**config.mk**
```make
export PLATFORM = sky130hd
export DESIGN_NAME = lcg_logic_group
export DESIGN_NICKNAME = d
export VERILOG_FILES = /design/src/shared/lcg_pkg.sv /design/src/rtl/lcg_logic_group.sv
export VERILOG_INCLUDE_DIRS = /design/src /design/src/shared
export SDC_FILE = /design/constraint.sdc
export NUM_CORES = 1
export LEC_CHECK = 0
export CAP_MARGIN = 25
export CORE_MARGIN = 5
export CORE_UTILIZATION = 44
export CTS_BUF_LIST = sky130_fd_sc_hd__clkbuf_2
export CTS_CLUSTER_DIAMETER = 150
export DETAILED_ROUTE_END_ITERATION = 6
export DONT_BUFFER_PORTS = 1
export PLACE_DENSITY = 0.65
export SYNTH_ARGS = -nofsm -noshare
export SYNTH_HDL_FRONTEND = slang
export SYNTH_SLANG_ARGS = --single-unit
```
**constraint.sdc**
```tcl
create_clock -name mclk_i -period 2.01 [get_ports mclk_i]
set_input_delay 0 -clock mclk_i [delete_from_list [all_inputs] [get_ports mclk_i]]
set_output_delay 0 -clock mclk_i [all_outputs]
set_load 0.05 [all_outputs]
```
**src/shared/lcg_defs.svh**
```systemverilog
// What this block does
// - single-port ram: shared address, clocked write, async read
// - dual-port ram: one read/write port, one read port
// - read address separate from write address
// - dual-port copy follows first port's write
// - 16x1 rom per lut, cascades to 128
// - rom contents fixed at configuration
// - 16-bit shift register with clock enable
// - four-bit tap address reads any stage asynchronously
// - shift stages have no set or reset
// - dedicated cascade carries last stage onward
// - chained shifters plus wide muxes give 128 bits
// - mux sizes: 2:1, 4:1, 8:1, 16:1, 32:1
// - five-input mux per slice, six/seven/eight levels
// - two upward carry chains, two bits per slice
// - xor for adder, and gate for products
// - or chain joins previous or and carry
// - luts and carry muxes form wide and
// - two bus drivers, own data and control
// - bus drivers are and-or, not tristate
// - four horizontal lines, two per driver, segmentable
// - ram write enable from slice set/reset, shared clock
`ifndef LCG_DEFS_SVH
`define LCG_DEFS_SVH
`define LCG_LUTS     8
`define LCG_SLICES   4
`define LCG_DEPTH    16
`define LCG_AW       4
`define LCG_TOP_BIT  15
`define LCG_ROM_BITS 128
`define LCG_LINES    4
`define LCG_DRIVERS  2
`endif

```
**src/shared/lcg_pkg.sv**
```systemverilog
package lcg_pkg;
  typedef enum logic [1:0] {
    LCG_RAM_SP = 2'h0,
    LCG_RAM_DP = 2'h1,
    LCG_SHIFT  = 2'h3,
    LCG_ROM    = 2'h2
  } lcg_mode_t;
endpackage

```
**src/rtl/lcg_logic_group.sv**
```systemverilog
`timescale 1ns/1ps
`include "lcg_defs.svh"
module lcg_logic_group #(
  parameter logic [`LCG_ROM_BITS-1:0] ROM_INIT = 128'h0
) (
  input  wire logic                               mclk_i,
  input  wire logic                               rst_n_i,
  input  wire lcg_pkg::lcg_mode_t                 lut_mode_i,
  input  wire logic [`LCG_LUTS-1:0][`LCG_AW-1:0]  lut_read_address_i,
  input  wire logic [`LCG_LUTS-1:0][`LCG_AW-1:0]  lut_write_address_i,
  input  wire logic [`LCG_LUTS-1:0]               ram_wdata_i,
  input  wire logic [`LCG_SLICES-1:0]             slice_set_reset_input_i,
  input  wire logic [`LCG_SLICES-1:0]             shift_ce_i,
  input  wire logic [`LCG_LUTS-1:0]               shift_din_i,
  input  wire logic [`LCG_LUTS-1:0]               shift_cascade_en_i,
  input  wire logic [`LCG_SLICES-1:0]             five_sel_i,
  input  wire logic [`LCG_SLICES-1:0]             upper_sel_i,
  input  wire logic                               far_group_mux_i,
  input  wire logic [1:0]                         carry_cin_i,
  input  wire logic [`LCG_LUTS-1:0]               carry_di_i,
  input  wire logic [`LCG_LUTS-1:0]               mult_a_i,
  input  wire logic [`LCG_LUTS-1:0]               mult_b_i,
  input  wire logic [`LCG_LUTS-1:0]               mult_sel_i,
  input  wire logic [1:0]                         sop_in_i,
  input  wire logic [`LCG_DRIVERS-1:0]            bus_data_i,
  input  wire logic [`LCG_DRIVERS-1:0]            bus_drive_i,
  input  wire logic [`LCG_DRIVERS-1:0]            bus_line_sel_i,
  input  wire logic [`LCG_LINES-1:0]              hline_in_i,
  input  wire logic [`LCG_LINES-1:0]              hline_seg_i,
  output logic      [`LCG_LUTS-1:0]               lut_out_o,
  output logic      [`LCG_LUTS-1:0]               slice_ff_q_o,
  output logic                                    shift_cascade_o,
  output logic      [`LCG_SLICES-1:0]             five_input_wide_mux_o,
  output logic      [1:0]                         six_input_wide_mux_o,
  output logic                                    seven_input_mux_o,
  output logic                                    upper_level_wide_mux_o,
  output logic      [1:0]                         carry_cout_o,
  output logic      [`LCG_LUTS-1:0]               sum_o,
  output logic      [`LCG_LUTS-1:0]               partial_product_o,
  output logic      [1:0]                         sop_chain_o,
  output logic      [`LCG_LINES-1:0]              hline_o
);

  typedef struct packed {
    logic [`LCG_LUTS-1:0][`LCG_DEPTH-1:0] mem;
    logic [`LCG_LUTS-1:0]                 ffq;
  } lcg_state_t;

  lcg_state_t st_r;
  lcg_state_t st_nxt;

  function automatic logic lcg_bit_at(input logic [`LCG_DEPTH-1:0] w,
                                      input logic [`LCG_AW-1:0] a);
    lcg_bit_at = w[a];
  endfunction

  // carry_select_mux: propagate passes carry in, otherwise the generate term
  function automatic logic lcg_carry_mux(input logic prop,
                                         input logic ci,
                                         input logic di);
    lcg_carry_mux = prop ? ci : di;
  endfunction

  logic                                 mode_sp;
  logic                                 mode_dp;
  logic                                 mode_rom;
  logic                                 mode_sh;
  logic [`LCG_LUTS-1:0][`LCG_AW-1:0]    raddr;
  logic [`LCG_LUTS-1:0]                 lut_out;
  logic [`LCG_LUTS-1:0]                 co;
  logic [`LCG_LUTS-1:0]                 ci;
  logic [`LCG_LUTS-1:0]                 di;
  logic [`LCG_DEPTH-2:0]                lut0_low;
  logic                                 lut6_top;

  assign mode_sp  = (lut_mode_i == lcg_pkg::LCG_RAM_SP);
  assign mode_dp  = (lut_mode_i == lcg_pkg::LCG_RAM_DP);
  assign mode_rom = (lut_mode_i == lcg_pkg::LCG_ROM);
  assign mode_sh  = (lut_mode_i == lcg_pkg::LCG_SHIFT);
  assign lut0_low = st_r.mem[0][`LCG_TOP_BIT-1:0];
  assign lut6_top = st_r.mem[6][`LCG_TOP_BIT];

  // read side: all reads are combinational, from the stored bits or from ROM_INIT in rom mode
  always_comb
  begin
    for (int k = 0; k < `LCG_LUTS; k++)
    begin
      if (mode_sp || (mode_dp && (k % 2 == 0)))
        raddr[k] = lut_write_address_i[k];
      else
        raddr[k] = lut_read_address_i[k];
      if (mode_rom)
        lut_out[k] = ROM_INIT[k*`LCG_DEPTH + int'(raddr[k])];
      else
        lut_out[k] = lcg_bit_at(st_r.mem[k], raddr[k]);
    end
  end

  // state update: ram writes, shifting, and the slice flip-flops
  always_comb
  begin
    int src;
    src = 0;
    st_nxt = st_r;
    for (int k = 0; k < `LCG_LUTS; k++)
    begin
      src = (mode_dp && (k % 2 == 1)) ? k - 1 : k;
      if ((mode_sp || mode_dp) && slice_set_reset_input_i[k/2])
        st_nxt.mem[k][lut_write_address_i[src]] = ram_wdata_i[src];
      else if (mode_sh && shift_ce_i[k/2])
      begin
        // stage 15 of the lower lut feeds stage 0 through the dedicated path
        if (k > 0 && shift_cascade_en_i[k])
          st_nxt.mem[k] = {st_r.mem[k][`LCG_TOP_BIT-1:0],
                           st_r.mem[k-1][`LCG_TOP_BIT]};
        else
          st_nxt.mem[k] = {st_r.mem[k][`LCG_TOP_BIT-1:0], shift_din_i[k]};
      end
    end
    // synchronous read copy: only meaningful with a steady tap address
    st_nxt.ffq = lut_out;
  end

  // the lut contents deliberately ignore reset: shift stages have no reset path
  always_ff @(posedge mclk_i)
  begin
    st_r.mem <= st_nxt.mem;
    if (!rst_n_i)
      st_r.ffq <= '0;
    else
      st_r.ffq <= st_nxt.ffq;
  end

  shift_hold_top_a : assert property (@(posedge mclk_i) disable iff (!rst_n_i)
    (mode_sh && !shift_ce_i[3]) |=>
      $stable(st_r.mem[7]))
    else $error("top shift stages moved without enable");

  rom_refuse_a : assert property (@(posedge mclk_i) disable iff (!rst_n_i)
    (mode_rom && slice_set_reset_input_i[3]) |=>
      $stable(st_r.mem[7]))
    else $error("rom mode accepted a ram write");

  ff_copy_a : assert property (@(posedge mclk_i) disable iff (!rst_n_i)
    mode_rom |=>
      (slice_ff_q_o[1] == $past(lut_out_o[1])))
    else $error("slice flop did not copy lut output");

  assign lut_out_o       = lut_out;
  assign slice_ff_q_o    = st_r.ffq;
  assign shift_cascade_o = st_r.mem[`LCG_LUTS-1][`LCG_TOP_BIT];

  // wide mux tree: f5 per slice, two f6, one f7, f8 reaches the next group
  always_comb
  begin
    for (int s = 0; s < `LCG_SLICES; s++)
      five_input_wide_mux_o[s] = five_sel_i[s] ? lut_out[2*s+1] : lut_out[2*s];
    six_input_wide_mux_o[0] = upper_sel_i[0] ? five_input_wide_mux_o[1]
                                             : five_input_wide_mux_o[0];
    six_input_wide_mux_o[1] = upper_sel_i[2] ? five_input_wide_mux_o[3]
                                             : five_input_wide_mux_o[2];
    seven_input_mux_o = upper_sel_i[1] ? six_input_wide_mux_o[1]
                                       : six_input_wide_mux_o[0];
    upper_level_wide_mux_o = upper_sel_i[3] ? far_group_mux_i
                                            : seven_input_mux_o;
  end


  // one level at a time, so a wrong select shows which stage broke
  five_mux_a : assert property (@(posedge mclk_i) disable iff (!rst_n_i)
    (five_sel_i[0] && lut_out_o[1]) |->
      five_input_wide_mux_o[0])
    else $error("five-input mux missed odd lut");

  six_mux_a : assert property (@(posedge mclk_i) disable iff (!rst_n_i)
    (upper_sel_i[0] && five_input_wide_mux_o[1]) |->
      six_input_wide_mux_o[0])
    else $error("six-input mux missed upper slice");

  seven_mux_a : assert property (@(posedge mclk_i) disable iff (!rst_n_i)
    (upper_sel_i[1] && six_input_wide_mux_o[1]) |->
      seven_input_mux_o)
    else $error("seven-input mux missed upper pair");

  upper_far_a : assert property (@(posedge mclk_i) disable iff (!rst_n_i)
    (upper_sel_i[3] && far_group_mux_i) |->
      upper_level_wide_mux_o)
    else $error("eight-input mux missed far group");

  // two upward chains: luts 0..3 (slices 0,1) and luts 4..7 (slices 2,3)
  always_comb
  begin
    for (int k = 0; k < `LCG_LUTS; k++)
    begin
      partial_product_o[k] = mult_a_i[k] & mult_b_i[k];
      di[k] = mult_sel_i[k] ? partial_product_o[k] : carry_di_i[k];
      if (k % 4 == 0)
        ci[k] = carry_cin_i[k/4];
      else
        ci[k] = co[k-1];
      co[k] = lcg_carry_mux(lut_out[k], ci[k], di[k]);
      sum_o[k] = lut_out[k] ^ ci[k];
    end
    carry_cout_o[0] = co[3];
    carry_cout_o[1] = co[7];
  end


  pp_gate_a : assert property (@(posedge mclk_i) disable iff (!rst_n_i)
    1'b1 |->
      (partial_product_o == (mult_a_i & mult_b_i)))
    else $error("partial product gate wrong");

  sum_xor_a : assert property (@(posedge mclk_i) disable iff (!rst_n_i)
    !lut_out_o[0] |->
      (sum_o[0] == carry_cin_i[0]))
    else $error("adder xor did not pass carry in");

  carry_gen_a : assert property (@(posedge mclk_i) disable iff (!rst_n_i)
    (lut_out_o[7:4] == 4'h0) |->
      (carry_cout_o[1] == (mult_sel_i[7] ? partial_product_o[7] : carry_di_i[7])))
    else $error("carry chain top did not take generate term");

  // row 0 holds slices 0 and 2, row 1 slices 1 and 3; top carry is co[2s+1]
  always_comb
  begin
    for (int r = 0; r < 2; r++)
      sop_chain_o[r] = sop_in_i[r] | co[2*r+1] | co[2*(r+2)+1];
  end


  sop_row0_a : assert property (@(posedge mclk_i) disable iff (!rst_n_i)
    sop_in_i[0] |->
      sop_chain_o[0])
    else $error("sum-of-products row 0 dropped chain input");

  // and-or bus: timing stays flat however many drivers share a line
  always_comb
  begin
    for (int i = 0; i < `LCG_LINES; i++)
    begin
      hline_o[i] = hline_seg_i[i] & hline_in_i[i];
      if (bus_line_sel_i[i % 2] == logic'(i / 2))
        hline_o[i] = hline_o[i] | (bus_drive_i[i % 2] & bus_data_i[i % 2]);
    end
  end


  bus_low_a : assert property (@(posedge mclk_i) disable iff (!rst_n_i)
    (bus_drive_i[0] && bus_data_i[0] && !bus_line_sel_i[0]) |->
      hline_o[0])
    else $error("driver 0 missed its lower line");

  bus_high_a : assert property (@(posedge mclk_i) disable iff (!rst_n_i)
    (bus_drive_i[0] && bus_data_i[0] && bus_line_sel_i[0]) |->
      hline_o[2])
    else $error("driver 0 missed its upper line");

  seg_join_a : assert property (@(posedge mclk_i) disable iff (!rst_n_i)
    (hline_seg_i[3] && hline_in_i[3]) |->
      hline_o[3])
    else $error("joined segment lost upstream value");

  sp_write_read_a : assert property (@(posedge mclk_i) disable iff (!rst_n_i)
    (mode_sp && slice_set_reset_input_i[0]) |=>
      (!mode_sp || lut_write_address_i[0] != $past(lut_write_address_i[0])
       || lut_out_o[0] == $past(ram_wdata_i[0])))
    else $error("single-port read after write mismatch");

  dp_read_port_a : assert property (@(posedge mclk_i) disable iff (!rst_n_i)
    mode_dp |-> (lut_out_o[1] == st_r.mem[1][lut_read_address_i[1]]
                 && lut_out_o[0] == st_r.mem[0][lut_write_address_i[0]]))
    else $error("dual-port read path wrong");

  dp_copy_write_a : assert property (@(posedge mclk_i) disable iff (!rst_n_i)
    (mode_dp && slice_set_reset_input_i[0]) |=>
      st_r.mem[1][$past(lut_write_address_i[0])] == $past(ram_wdata_i[0]))
    else $error("dual-port copy not written");

  rom_stable_a : assert property (@(posedge mclk_i) disable iff (!rst_n_i)
    (mode_rom && $past(mode_rom)) |-> ($stable(st_r.mem)
      && lut_out_o[0] == ROM_INIT[lut_read_address_i[0]]))
    else $error("rom contents or read changed");

  shift_move_a : assert property (@(posedge mclk_i) disable iff (!rst_n_i)
    (mode_sh && shift_ce_i[0]) |=>
      (st_r.mem[0][`LCG_TOP_BIT:1] == $past(lut0_low)
       && st_r.mem[0][0] == $past(shift_din_i[0])))
    else $error("shift stage did not advance");

  shift_hold_a : assert property (@(posedge mclk_i) disable iff (!rst_n_i)
    (mode_sh && !shift_ce_i[0]) |=> $stable(st_r.mem[0]))
    else $error("shift stages changed without enable");

  shift_cascade_a : assert property (@(posedge mclk_i) disable iff (!rst_n_i)
    (mode_sh && shift_ce_i[3] && shift_cascade_en_i[7]) |=>
      st_r.mem[7][0] == $past(lut6_top))
    else $error("cascade did not carry last stage");

  carry_and_a : assert property (@(posedge mclk_i) disable iff (!rst_n_i)
    (&lut_out_o[3:0]) |-> (carry_cout_o[0] == carry_cin_i[0]))
    else $error("carry chain did not propagate");

  sop_or_a : assert property (@(posedge mclk_i) disable iff (!rst_n_i)
    (sop_in_i[1] || carry_cout_o[0]) |-> sop_chain_o[1])
    else $error("sum-of-products chain dropped a term");

  bus_andor_a : assert property (@(posedge mclk_i) disable iff (!rst_n_i)
    (!bus_drive_i[1] && !hline_seg_i[1]) |-> !hline_o[1])
    else $error("idle bus line not low");
endmodule

```
==> results of run 1 <==
[routing by layer]
| metal | up-vias | wire length [microns] | track usage, % |
|---|---|---|---|
| met5 | - | 13 | 0 |
| met4 | 2 | 1460 | 10.48 |
| met3 | 105 | 3596 | 5.902 |
| met2 | 656 | 17730 | 47.41 |
| met1 | 4954 | 13610 | 33.18 |
| li1 | 4767 | - | - |
[timing repair]
action                                  CTS  global route
gates resized for setup                  54            47
hold buffers                            127             1
pin swaps                                29            25
buffers inserted                         21            15
hold endpoints to repair                264             7
endpoints found under the setup margin   28            43
[stage by stage]
step	instance area, sq um	total power, mW
after floorplan	10220	5.076
after global placement	11490	5.781
after detailed placement	11490	5.815
after CTS	13380	8.149
after global routing	13660	8.637
final	13660	8.338
[registers in the layout (all words and copies together) (netlist names)]
name / count
lut6_top: 1
lut0_low: 15
shift_cascade_o: 1
st_r: 111
slice_ff_q_o: 8
[cell type report]
class                           instances  area share [%]
Multi-Input combinational cell        872           42.48
Tap cell                              280           2.565
Antenna cell                            2         0.03664
Clock inverter                         13           1.310
Clock buffer                           19          0.6962
Sequential cell                       136           29.31
Timing Repair Buffer                  325           22.45
Inverter                               38           1.145
[placed cells by master (no fill, tap or decap), types with 7 or more instances in the layout]
cell type and count:
o22ai_1 9, a31oi_1 24, nor3b_1 7, inv_1 32, nand3_1 24, nor2b_1 8, o211ai_1 8, mux2i_4 7
o31ai_1 7, or2_2 11, a211o_1 9, and2_1 13, buf_12 12, mux2i_1 53, nor3_1 13, dlygate4sd3_1 121
nand3b_1 15, nand2b_1 32, a21oi_1 16, nand2_1 131, buf_4 152, clkbuf_2 20, buf_8 7, nor2_1 59
o21ai_0 237, a22o_1 34, dfxtp_1 8, edfxtp_1 128, buf_6 29
[power by group through the flow]
stage	Clock (mW)	Sequential [mW]	Combinational (mW)
final	1.93	3.34	3.06
after global routing	2.06	3.35	3.22
after floorplan	0	3.32	1.75
after CTS	1.95	3.34	2.86
after global placement	0	3.40	2.38
after detailed placement	0	3.40	2.41
[cell families (layout without fill, tap and decap cells)]
family	count (synthesis)	in the layout
DFF	136	136
and+or+nand+nor	367	367
AOI/OAI and AO/OA	423	423
xor gates and xnor gates	8	8
buffers and inverters	126	395
other	0	2
muxes	74	74
[Yosys cell counts, types with 17 or more instances]
library cell and number:
edfxtp_1 128, o21ai_0 245, nand2b_1 33, nand3_1 25, inv_1 38, buf_4 17, a22o_1 34, clkbuf_1 56
mux2i_1 58, nor2_1 63, nand2_1 133, a31oi_1 26, a21oi_1 22, and2_1 17
[critical path, delay by kind of cell (launching register included)]
family,cells,cell delay (ps)
and+or+nand+nor,3,420
buffers and inverters,1,160
muxes,1,290
AOI/OAI and AO/OA,4,1010
DFF,1,460
[worst paths after layout]
kind / cells after the start / from / slack [ps] / to
setup / recovery: 9 / st_r[103] / -1070 / upper_level_wide_mux_o
setup reg to reg: 7 / st_r[104] / 150 / slice_ff_q_o[6]
hold / removal: 5 / lut_read_address_i[23] / -290 / slice_ff_q_o[5]
hold reg to reg: 2 / st_r[49] / 560 / st_r[50]
==> metrics.txt, run 1 <==
status=finished, violations left; failing checks=negative hold slack, negative setup slack; share of cells above drive strength 1=about 24%; Clock Power Share=23.2%; synth warn=0; Switch Pwr=2.889 mW; area of the multi-input gates=just under 6000 sq um; prevailing post-synth register cell=edfxtp_1; Adder-Cell Fraction of Synth Area=0%; Synth Register Bits=136; Final Util=between 60% and 70%; Slew headroom=a little over a third; hold crit path type=input pin to flop; die area=~26000 sq um; # setup viols final=31; Clock transition at path regs=between 200 and 250 ps; Avg Vias per Cell=between 6 and 7; Sequential Power Share=between 40% and 50%; initial antenna violation count=3; Critical Path Sink Type=primary output; Post-Place Cells=about 1500; Post-Syn Area per Cell=8.712 sq um; Die Height=159.8 microns; Max Root-Sink Buffers=2; WS Path Type=flop to primary output; I/O pin total=between 200 and 250; Pleak=about 5.3 nW; DR WL/cell=between 20 and 25 microns; # rows=between 50 and 60; Fin Setup TNS=-17610 ps; total CTS buffers=17; first-pass GRT wire length=roughly 56000 microns; CTS Sinks=between 100 and 150; Max Slew Vio Count=0; post-synth top area share=between 30% and 40%; max-cap violations=0; Area growth syn-to-layout=38.26%; CP Max Fanout=3; CTS H-tree lvls=4; Worst Clk Skew=between 60 and 70 ps; WHS=-290.0 ps; Layout Nets=around 1500; crit-path cells=and2_4, a221oi_2, a32oi_1, nand4_1, nand2_4, mux2_4, a221o_2, a311o_2, buf_12; Mapped Area=approximately 9900 sq um; gr usage total=a little over a quarter; worst path required time=2010 ps; combinational fraction of design power=36.7%; Synth Area in Compound Gates=a little over a quarter; Final ANT Viol Nets=0; final setup margin=-1068 ps; Seq/Total Area, Yosys=a little over 40%; DP HPWL=24830 microns; drt pass-1 iters=7; VDD IR max=about 0.34 mV; PortBufs=0; FF/Latch Area=~4000 sq um; multiplexer share of the synthesized area=around 8.3%; fillers=around 1800; Pint=between 5 and 6 mW; Initial Utilization=between 40% and 50%; drt drc=0; kind of start point of the critical path=flop; syn_nets=around 1300; vias in the first global route=just over 10000; CTS tree=built; Worst-Margin Slew=about 940 ps; FMAX=about 320 MHz; total number of vias=10480; slowest stage delay, CP=460 ps; largest net degree at the start of global routing=45; post-route insts no fill=1685; EDFF count, synth=128; Pwr per Cell Area=between 600 and 700 nW/um^2; DR iter-0 viols=roughly 1500; cell count after synthesis=1134; Synth async-reset ratio=0%; arrival time worst endpoint=~3000 ps; Post-Synth Simple-Gate Area=between 10% and 20%; final WL=~36000 microns; Place WS=-394.4 ps; Synth area leaders=edfxtp_1, o21ai_0, mux2i_1; crit path time final=~3000 ps; period utilisation layout=153.1%; GR Overflow Total=0; Distinct cells, synth=between 70 and 80; clock latency on the worst-skew pair=760 ps; final hold violations=4; CP max stage cell=edfxtp_1; core area=around 22000 sq um; GP Congestion=about 0.9; largest family of logic cells by synthesized area=compound AO/OA/AOI/OAI gates; Synth Area in XOR/XNOR=0.7092%; Sw Share=between 30 and 40%; cell taking the most area after synthesis=edfxtp_1; RSZ-0062 raised after global routing=yes; clk root buf=clkbuf_2; Die X=159.8 microns
Note: power is estimated with default switching activity, not from simulation.
==> inputs of run 2 (changes only) <==
--- a/constraint.sdc
+++ b/constraint.sdc
@@ -3,2 +3,2 @@
 set_output_delay 0 -clock mclk_i [all_outputs]
-set_load 0.05 [all_outputs]
+set_load 0.1 [all_outputs]
==> run 2 against run 1 <==
Hold slack worse by 8.5 ps. The run still ends with negative hold slack, negative setup slack left. Sequential share of layout area is 0.64 points lower. Sequential power is 1% lower. Flip-flop and latch count stayed put. Wire length is 0.11% higher. Critical endpoint is now sum_o[7].
==> metrics.txt, run 2 (synthesis gave the netlist of run 1 again) <==
status=finished, violations left; failing checks=negative hold slack, negative setup slack; Die Height=159.8 microns (unchanged); Slew headroom=65.34% (+29 points); Worst Clk Skew=50.96 ps (-13.63 ps); Max Root-Sink Buffers=2 (unchanged); RSZ-0062 raised after global routing=yes; Pleak=5.484 nW (+3.6%); DR WL/cell=21.32 microns (-1.4%); Post-Place Cells=1500 (+0.33%); final setup margin=-1145 ps (-76.69 ps); largest net degree at the start of global routing=45 (unchanged); I/O pin total=208 (unchanged); crit path time final=3155 ps (+76.69 ps); WS Path Type=input pin to primary output; initial antenna violation count=3 (unchanged); # rows=54 (unchanged); total number of vias=10550 (+0.62%); clk root buf=clkbuf_2; CTS Sinks=136 (unchanged); most common cell after layout, fill and taps aside=o21ai_0; combinational fraction of design power=43.7% (+7.0 points); WHS=-298.5 ps (-8.512 ps); clock latency on the worst-skew pair=770 ps (about the same); Clock Power Share=19.3% (-3.9 points); GP Congestion=0.9076 (+0.41%); Layout Nets=1574 (+1.6%); Area growth syn-to-layout=41.32%; final hold violations=5 (+1); Final ANT Viol Nets=0 (unchanged); most used cells in the layout excluding fill and tap cells=o21ai_0, buf_4, nand2_1, edfxtp_1, dlygate4sd3_1; Initial Utilization=44.99% (unchanged); VDD IR max=0.3606 mV (+6.1%); Critical Path Sink Type=primary output; drt pass-1 iters=6 (-1); PortBufs=0 (unchanged); final WL=36450 microns (+0.11%); max FFs per register=111 (unchanged); Max Slew Vio Count=0 (unchanged); hold crit path type=input pin to flop; max-cap violations=0 (unchanged); Pwr per Cell Area=636.0 nW/um^2 (+4.2%); Place WS=-427.2 ps (-32.79 ps); DR iter-0 viols=1212 (-17%); Power, Total=8.881 mW (+6.5%); CP Max Fanout=5 (+2); post-route insts no fill=1710 (+1.5%); Switch Pwr=3.485 mW (+21%); FMAX=317.0 MHz (-2.4%); Worst-Margin Slew=505.4 ps (-438.5 ps); CTS tree=built; arrival time worst endpoint=3150 ps (+70 ps); kind of start point of the critical path=input pin; drt drc=0 (unchanged); Sequential Power Share=37.0% (-3.1 points); core area=21960 sq um (unchanged); Die X=159.8 microns (unchanged); worst path required time=2010 ps (about the same); DP HPWL=24400 microns (-1.7%); period utilisation layout=157.0% (+3.8 points); largest register by flop count=st_r; GR Overflow Total=0 (unchanged); total CTS buffers=17 (unchanged); # setup viols final=28 (-9.7%); Clock transition at path regs=250 ps (+20 ps); Sw Share=39.24% (+4.6 points); CTS H-tree lvls=4 (unchanged); vias in the first global route=10220 (-0.39%); gr usage total=26.95% (-0.31 points); Pint=5.396 mW (-0.97%); Avg Vias per Cell=6.169 (-0.85%); Final Util=63.58% (+1.4 points); first-pass GRT wire length=55480 microns (-0.38%); die area=25550 sq um (unchanged); share of cells above drive strength 1=25.14% (+0.98 points)
run 2: cell count changes in the layout (fill, tap and decap cells not counted), moves of 3 or more:
| cell | previous run | this run |
|---|---|---|
| a21boi_1 | 0 | 4 |
| buf_6 | 29 | 22 |
| xor2_4 | 1 | 4 |
| buf_8 | 7 | 0 |
| buf_12 | 12 | 29 |
| a21boi_0 | 5 | 2 |
| buf_4 | 152 | 170 |
run 2: path summary, 6_finish.rpt:
path / from / slack [ps] / end / depth (start not counted)
max reg2reg: st_r[103] / 90 / st_r[104] / 5
min reg2reg: st_r[48] / 580 / st_r[49] / 2
max: lut_write_address_i[20] / -1140 / sum_o[7] / 13
min: lut_read_address_i[23] / -300 / slice_ff_q_o[5] / 5
run 2: metal layers:
metal / vias to the layer above / share of wire (%) / track usage (%)
met4: 4 / 3.7 / 10.87
met2: 671 / 48 / 45.82
met3: 91 / 9.9 / 6.263
met1: 4971 / 38 / 33.20
met5: - / 0.088 / 0
li1: 4812 / - / -
run 2: power by group through the flow:
| stage | logic, mW | clock network, mW | registers, mW |
|---|---|---|---|
| floorplan | 2.32 | 0 | 3.33 |
| global placement | 3.13 | 0 | 3.35 |
| detailed placement | 3.15 | 0 | 3.35 |
| CTS | 3.72 | 1.75 | 3.28 |
| global route | 4.05 | 1.85 | 3.30 |
| finish | 3.88 | 1.71 | 3.29 |
run 2: metrics by stage:
step / instance area (sq um) / setup TNS (ps)
6_report: 13960 / -20810
4_1_cts: 13650 / -23250
3_3_place_gp: 11660 / -3129
2_1_floorplan: 10240 / -9163
5_1_grt: 13960 / -24580
3_5_place_dp: 11660 / -3555
run 2: layout make-up:
class | count | area, sq um
fillers | 1787 | 7996
multi-input cells | 872 | 5788
flip-flops and latches | 136 | 4004
repair buffers | 350 | 3431
well taps | 280 | 350.3
inverters | 38 | 153.9
clock inverters | 11 | 125.1
clock buffers | 21 | 105.1
diodes | 2 | 5.005
run 2: timing repair:
item                                    4_1_cts  5_1_grt
cloned                                        0        1
pin swaps                                    30       16
hold buffers                                125        5
buffers inserted                             32       27
endpoints found under the setup margin       28       51
endpoints found under the hold margin       264        7
gates resized for setup                      73       41
run 2: worst max-delay path: stages:
cell and delay [ps]:
dlygate4sd3_1 620, or3b_1 420, and2_4 180, o211a_1 210, or4_4 570, nand2_4 80
buf_4 110, buf_6 110, nand2_1 50, o211ai_1 320, buf_6 170, xnor2_2 120
buf_12 200
==> inputs of run 3 (changes only) <==
- CTS_BUF_LIST: sky130_fd_sc_hd__clkbuf_2 -> not set
==> run 3 against run 2 <==
The run ends with negative setup slack left. Non-clock buffer count is 80 lower. Via count shrank 5.0%. Sequential power barely moved. Wire length shrank 5.6%. Combinational power shrank 4%. Critical path type is now flop to primary output. Register-to-register slack better by 20 ps. Flip-flop and latch count stayed put. Worst setup slack improved by 390 ps. Power rose by 14%.
==> metrics.txt, run 3 (synthesis gave the netlist of run 1 again) <==
Pleak=5.240 nW (-4.5%); final hold violations=0 (-5); post-placement cell area=11660 sq um (unchanged); Fin Setup TNS=-10700 ps (+10120 ps); Worst-Margin Slew=554.3 ps (+48.90 ps); CTS Sinks=136 (unchanged); Area growth syn-to-layout=37.11%; clk root buf=clkbuf_16; Pwr per Cell Area=745.9 nW/um^2 (+17%); HP Start=lut_write_address_i[16]; # rows=54 (unchanged); Reg2Reg Launch Point=st_r[92]; GR Overflow Total=0 (unchanged); initial antenna violation count=1 (-2); max FFs per register=111 (unchanged); GP Congestion=0.9076 (unchanged); Die X=159.8 microns (unchanged); most common cell after layout, fill and taps aside=o21ai_0; largest net degree at the start of global routing=69 (+53%); Worst Clk Skew=10.72 ps (-40.25 ps); failing checks=negative setup slack; VDD IR max=0.5710 mV (+58%); Final ANT Viol Nets=0 (unchanged); Max Slew Vio Count=0 (unchanged); vias in the first global route=9669 (-5.4%); total number of vias=10030 (-5.0%); Clock transition at path regs=60 ps (-190 ps); kind of start point of the critical path=flop; Die Height=159.8 microns (unchanged); period utilisation layout=137.6% (-19 points); met1 Usage GRT=32.59% (-0.61 points); Layout Nets=1494 (-5.1%); DP HPWL=24400 microns (unchanged); Hold Path Sink=st_r[103]; diode count=0 (-2); worst path required time=2010 ps (about the same); Power, Total=10.10 mW (+14%); DR iter-0 viols=1203 (-0.74%); clock latency on the worst-skew pair=430 ps (-340 ps); drt pass-1 iters=6 (unchanged); RSZ-0062 raised after global routing=yes; hold crit path type=input pin to flop; Slew headroom=62.52% (-2.8 points); gr usage total=25.74% (-1.2 points); WHS=20.80 ps (+319.3 ps); reg2reg end=slice_ff_q_o[5]; Avg Vias per Cell=6.158 (-0.18%); first-pass GRT wire length=52940 microns (-4.6%); die area=25550 sq um (unchanged); core area=21960 sq um (unchanged); Initial Utilization=44.99% (unchanged); met3 Track Usage GR=5.541% (-0.72 points); setup slack, reg-to-reg=110 ps (+20 ps); Max Root-Sink Buffers=2 (unchanged); I/O pin total=208 (unchanged); CTS tree=built; crit path time final=2766 ps (-388.4 ps); post-route insts no fill=1628 (-4.8%); DR WL/cell=21.13 microns (-0.86%); final setup margin=-756.3 ps (+388.4 ps); arrival time worst endpoint=2770 ps (-380 ps); max-cap violations=0 (unchanged); WS Path Type=flop to primary output; most used cells in the layout excluding fill and tap cells=o21ai_0, buf_4, nand2_1, edfxtp_1, nor2_1; final std cell area, no fill=13550 sq um (-3.0%); CP Max Fanout=7 (+2); M2 GR Usage=43.61% (-2.2 points); CTS H-tree lvls=4 (unchanged); largest register by flop count=st_r; Final Util=61.69% (-1.9 points); status=finished, violations left; # setup viols final=25 (-11%); Post-Place Cells=1500 (unchanged); GRT busiest layer=met2; drt drc=0 (unchanged); PortBufs=0 (unchanged); total CTS buffers=17 (unchanged); Hold Path Depth=2 (-3); Critical Path Sink Type=primary output; reg2reg path depth=7 (+2); final WL=34400 microns (-5.6%); FMAX=361.5 MHz (+14%); Place WS=-427.2 ps (unchanged); share of cells above drive strength 1=26.19% (+1.0 points)
## run 3: how the worst max path moves through the flow
stage               cells past startpoint          start                     end  slack [ps]
finish                                  8      st_r[105]       seven_input_mux_o        -760
global route                            9    lut0_low[4]          sop_chain_o[1]        -860
CTS                                     9      st_r[103]  upper_level_wide_mux_o        -800
detailed placement                      9  lut_mode_i[1]          sop_chain_o[1]        -430
global placement                        9  lut_mode_i[1]          sop_chain_o[1]        -350
floorplan                               9  lut_mode_i[1]          sop_chain_o[1]       -1120
## run 3: timing repair
| action | 4_1_cts | 5_1_grt |
|---|---|---|
| resized for setup | 69 | 50 |
| hold buffers | 54 | 0 |
| setup buffers | 32 | 24 |
| pin swaps | 35 | 32 |
| hold endpoints to repair | 133 | 0 |
| endpoints found under the setup margin | 26 | 29 |
## run 3: final cells by class
cell class,instances,area (sq um)
Fill cell,1835,8413
Multi-Input combinational cell,872,5844
Sequential cell,136,4004
Timing Repair Buffer,270,2624
Clock buffer,21,440.4
Tap cell,280,350.3
Inverter,38,157.7
Clock inverter,11,125.1
## run 3: where the power goes
part	internal (mW)	switching, mW	leakage, nW
Combinational	1.50	2.22	3.71
Sequential	3.23	0.0601	1.26
Clock	1.83	1.27	0.271
Total	6.56	3.55	5.24
## run 3: worst max-delay path: stages, from the launching register on
cell	delay [ps]
edfxtp_1	400
mux4_2	510
nor2_1	110
a311o_1	170
o31ai_4	150
a221o_4	440
buf_6	120
mux2_4	270
buf_12	170
## run 3: metal layers
metal	wire, microns	part of all wire, %
met4	1112	3.2
met2	16620	48
met1	13660	40
met3	2993	8.7
met5	13	0.038
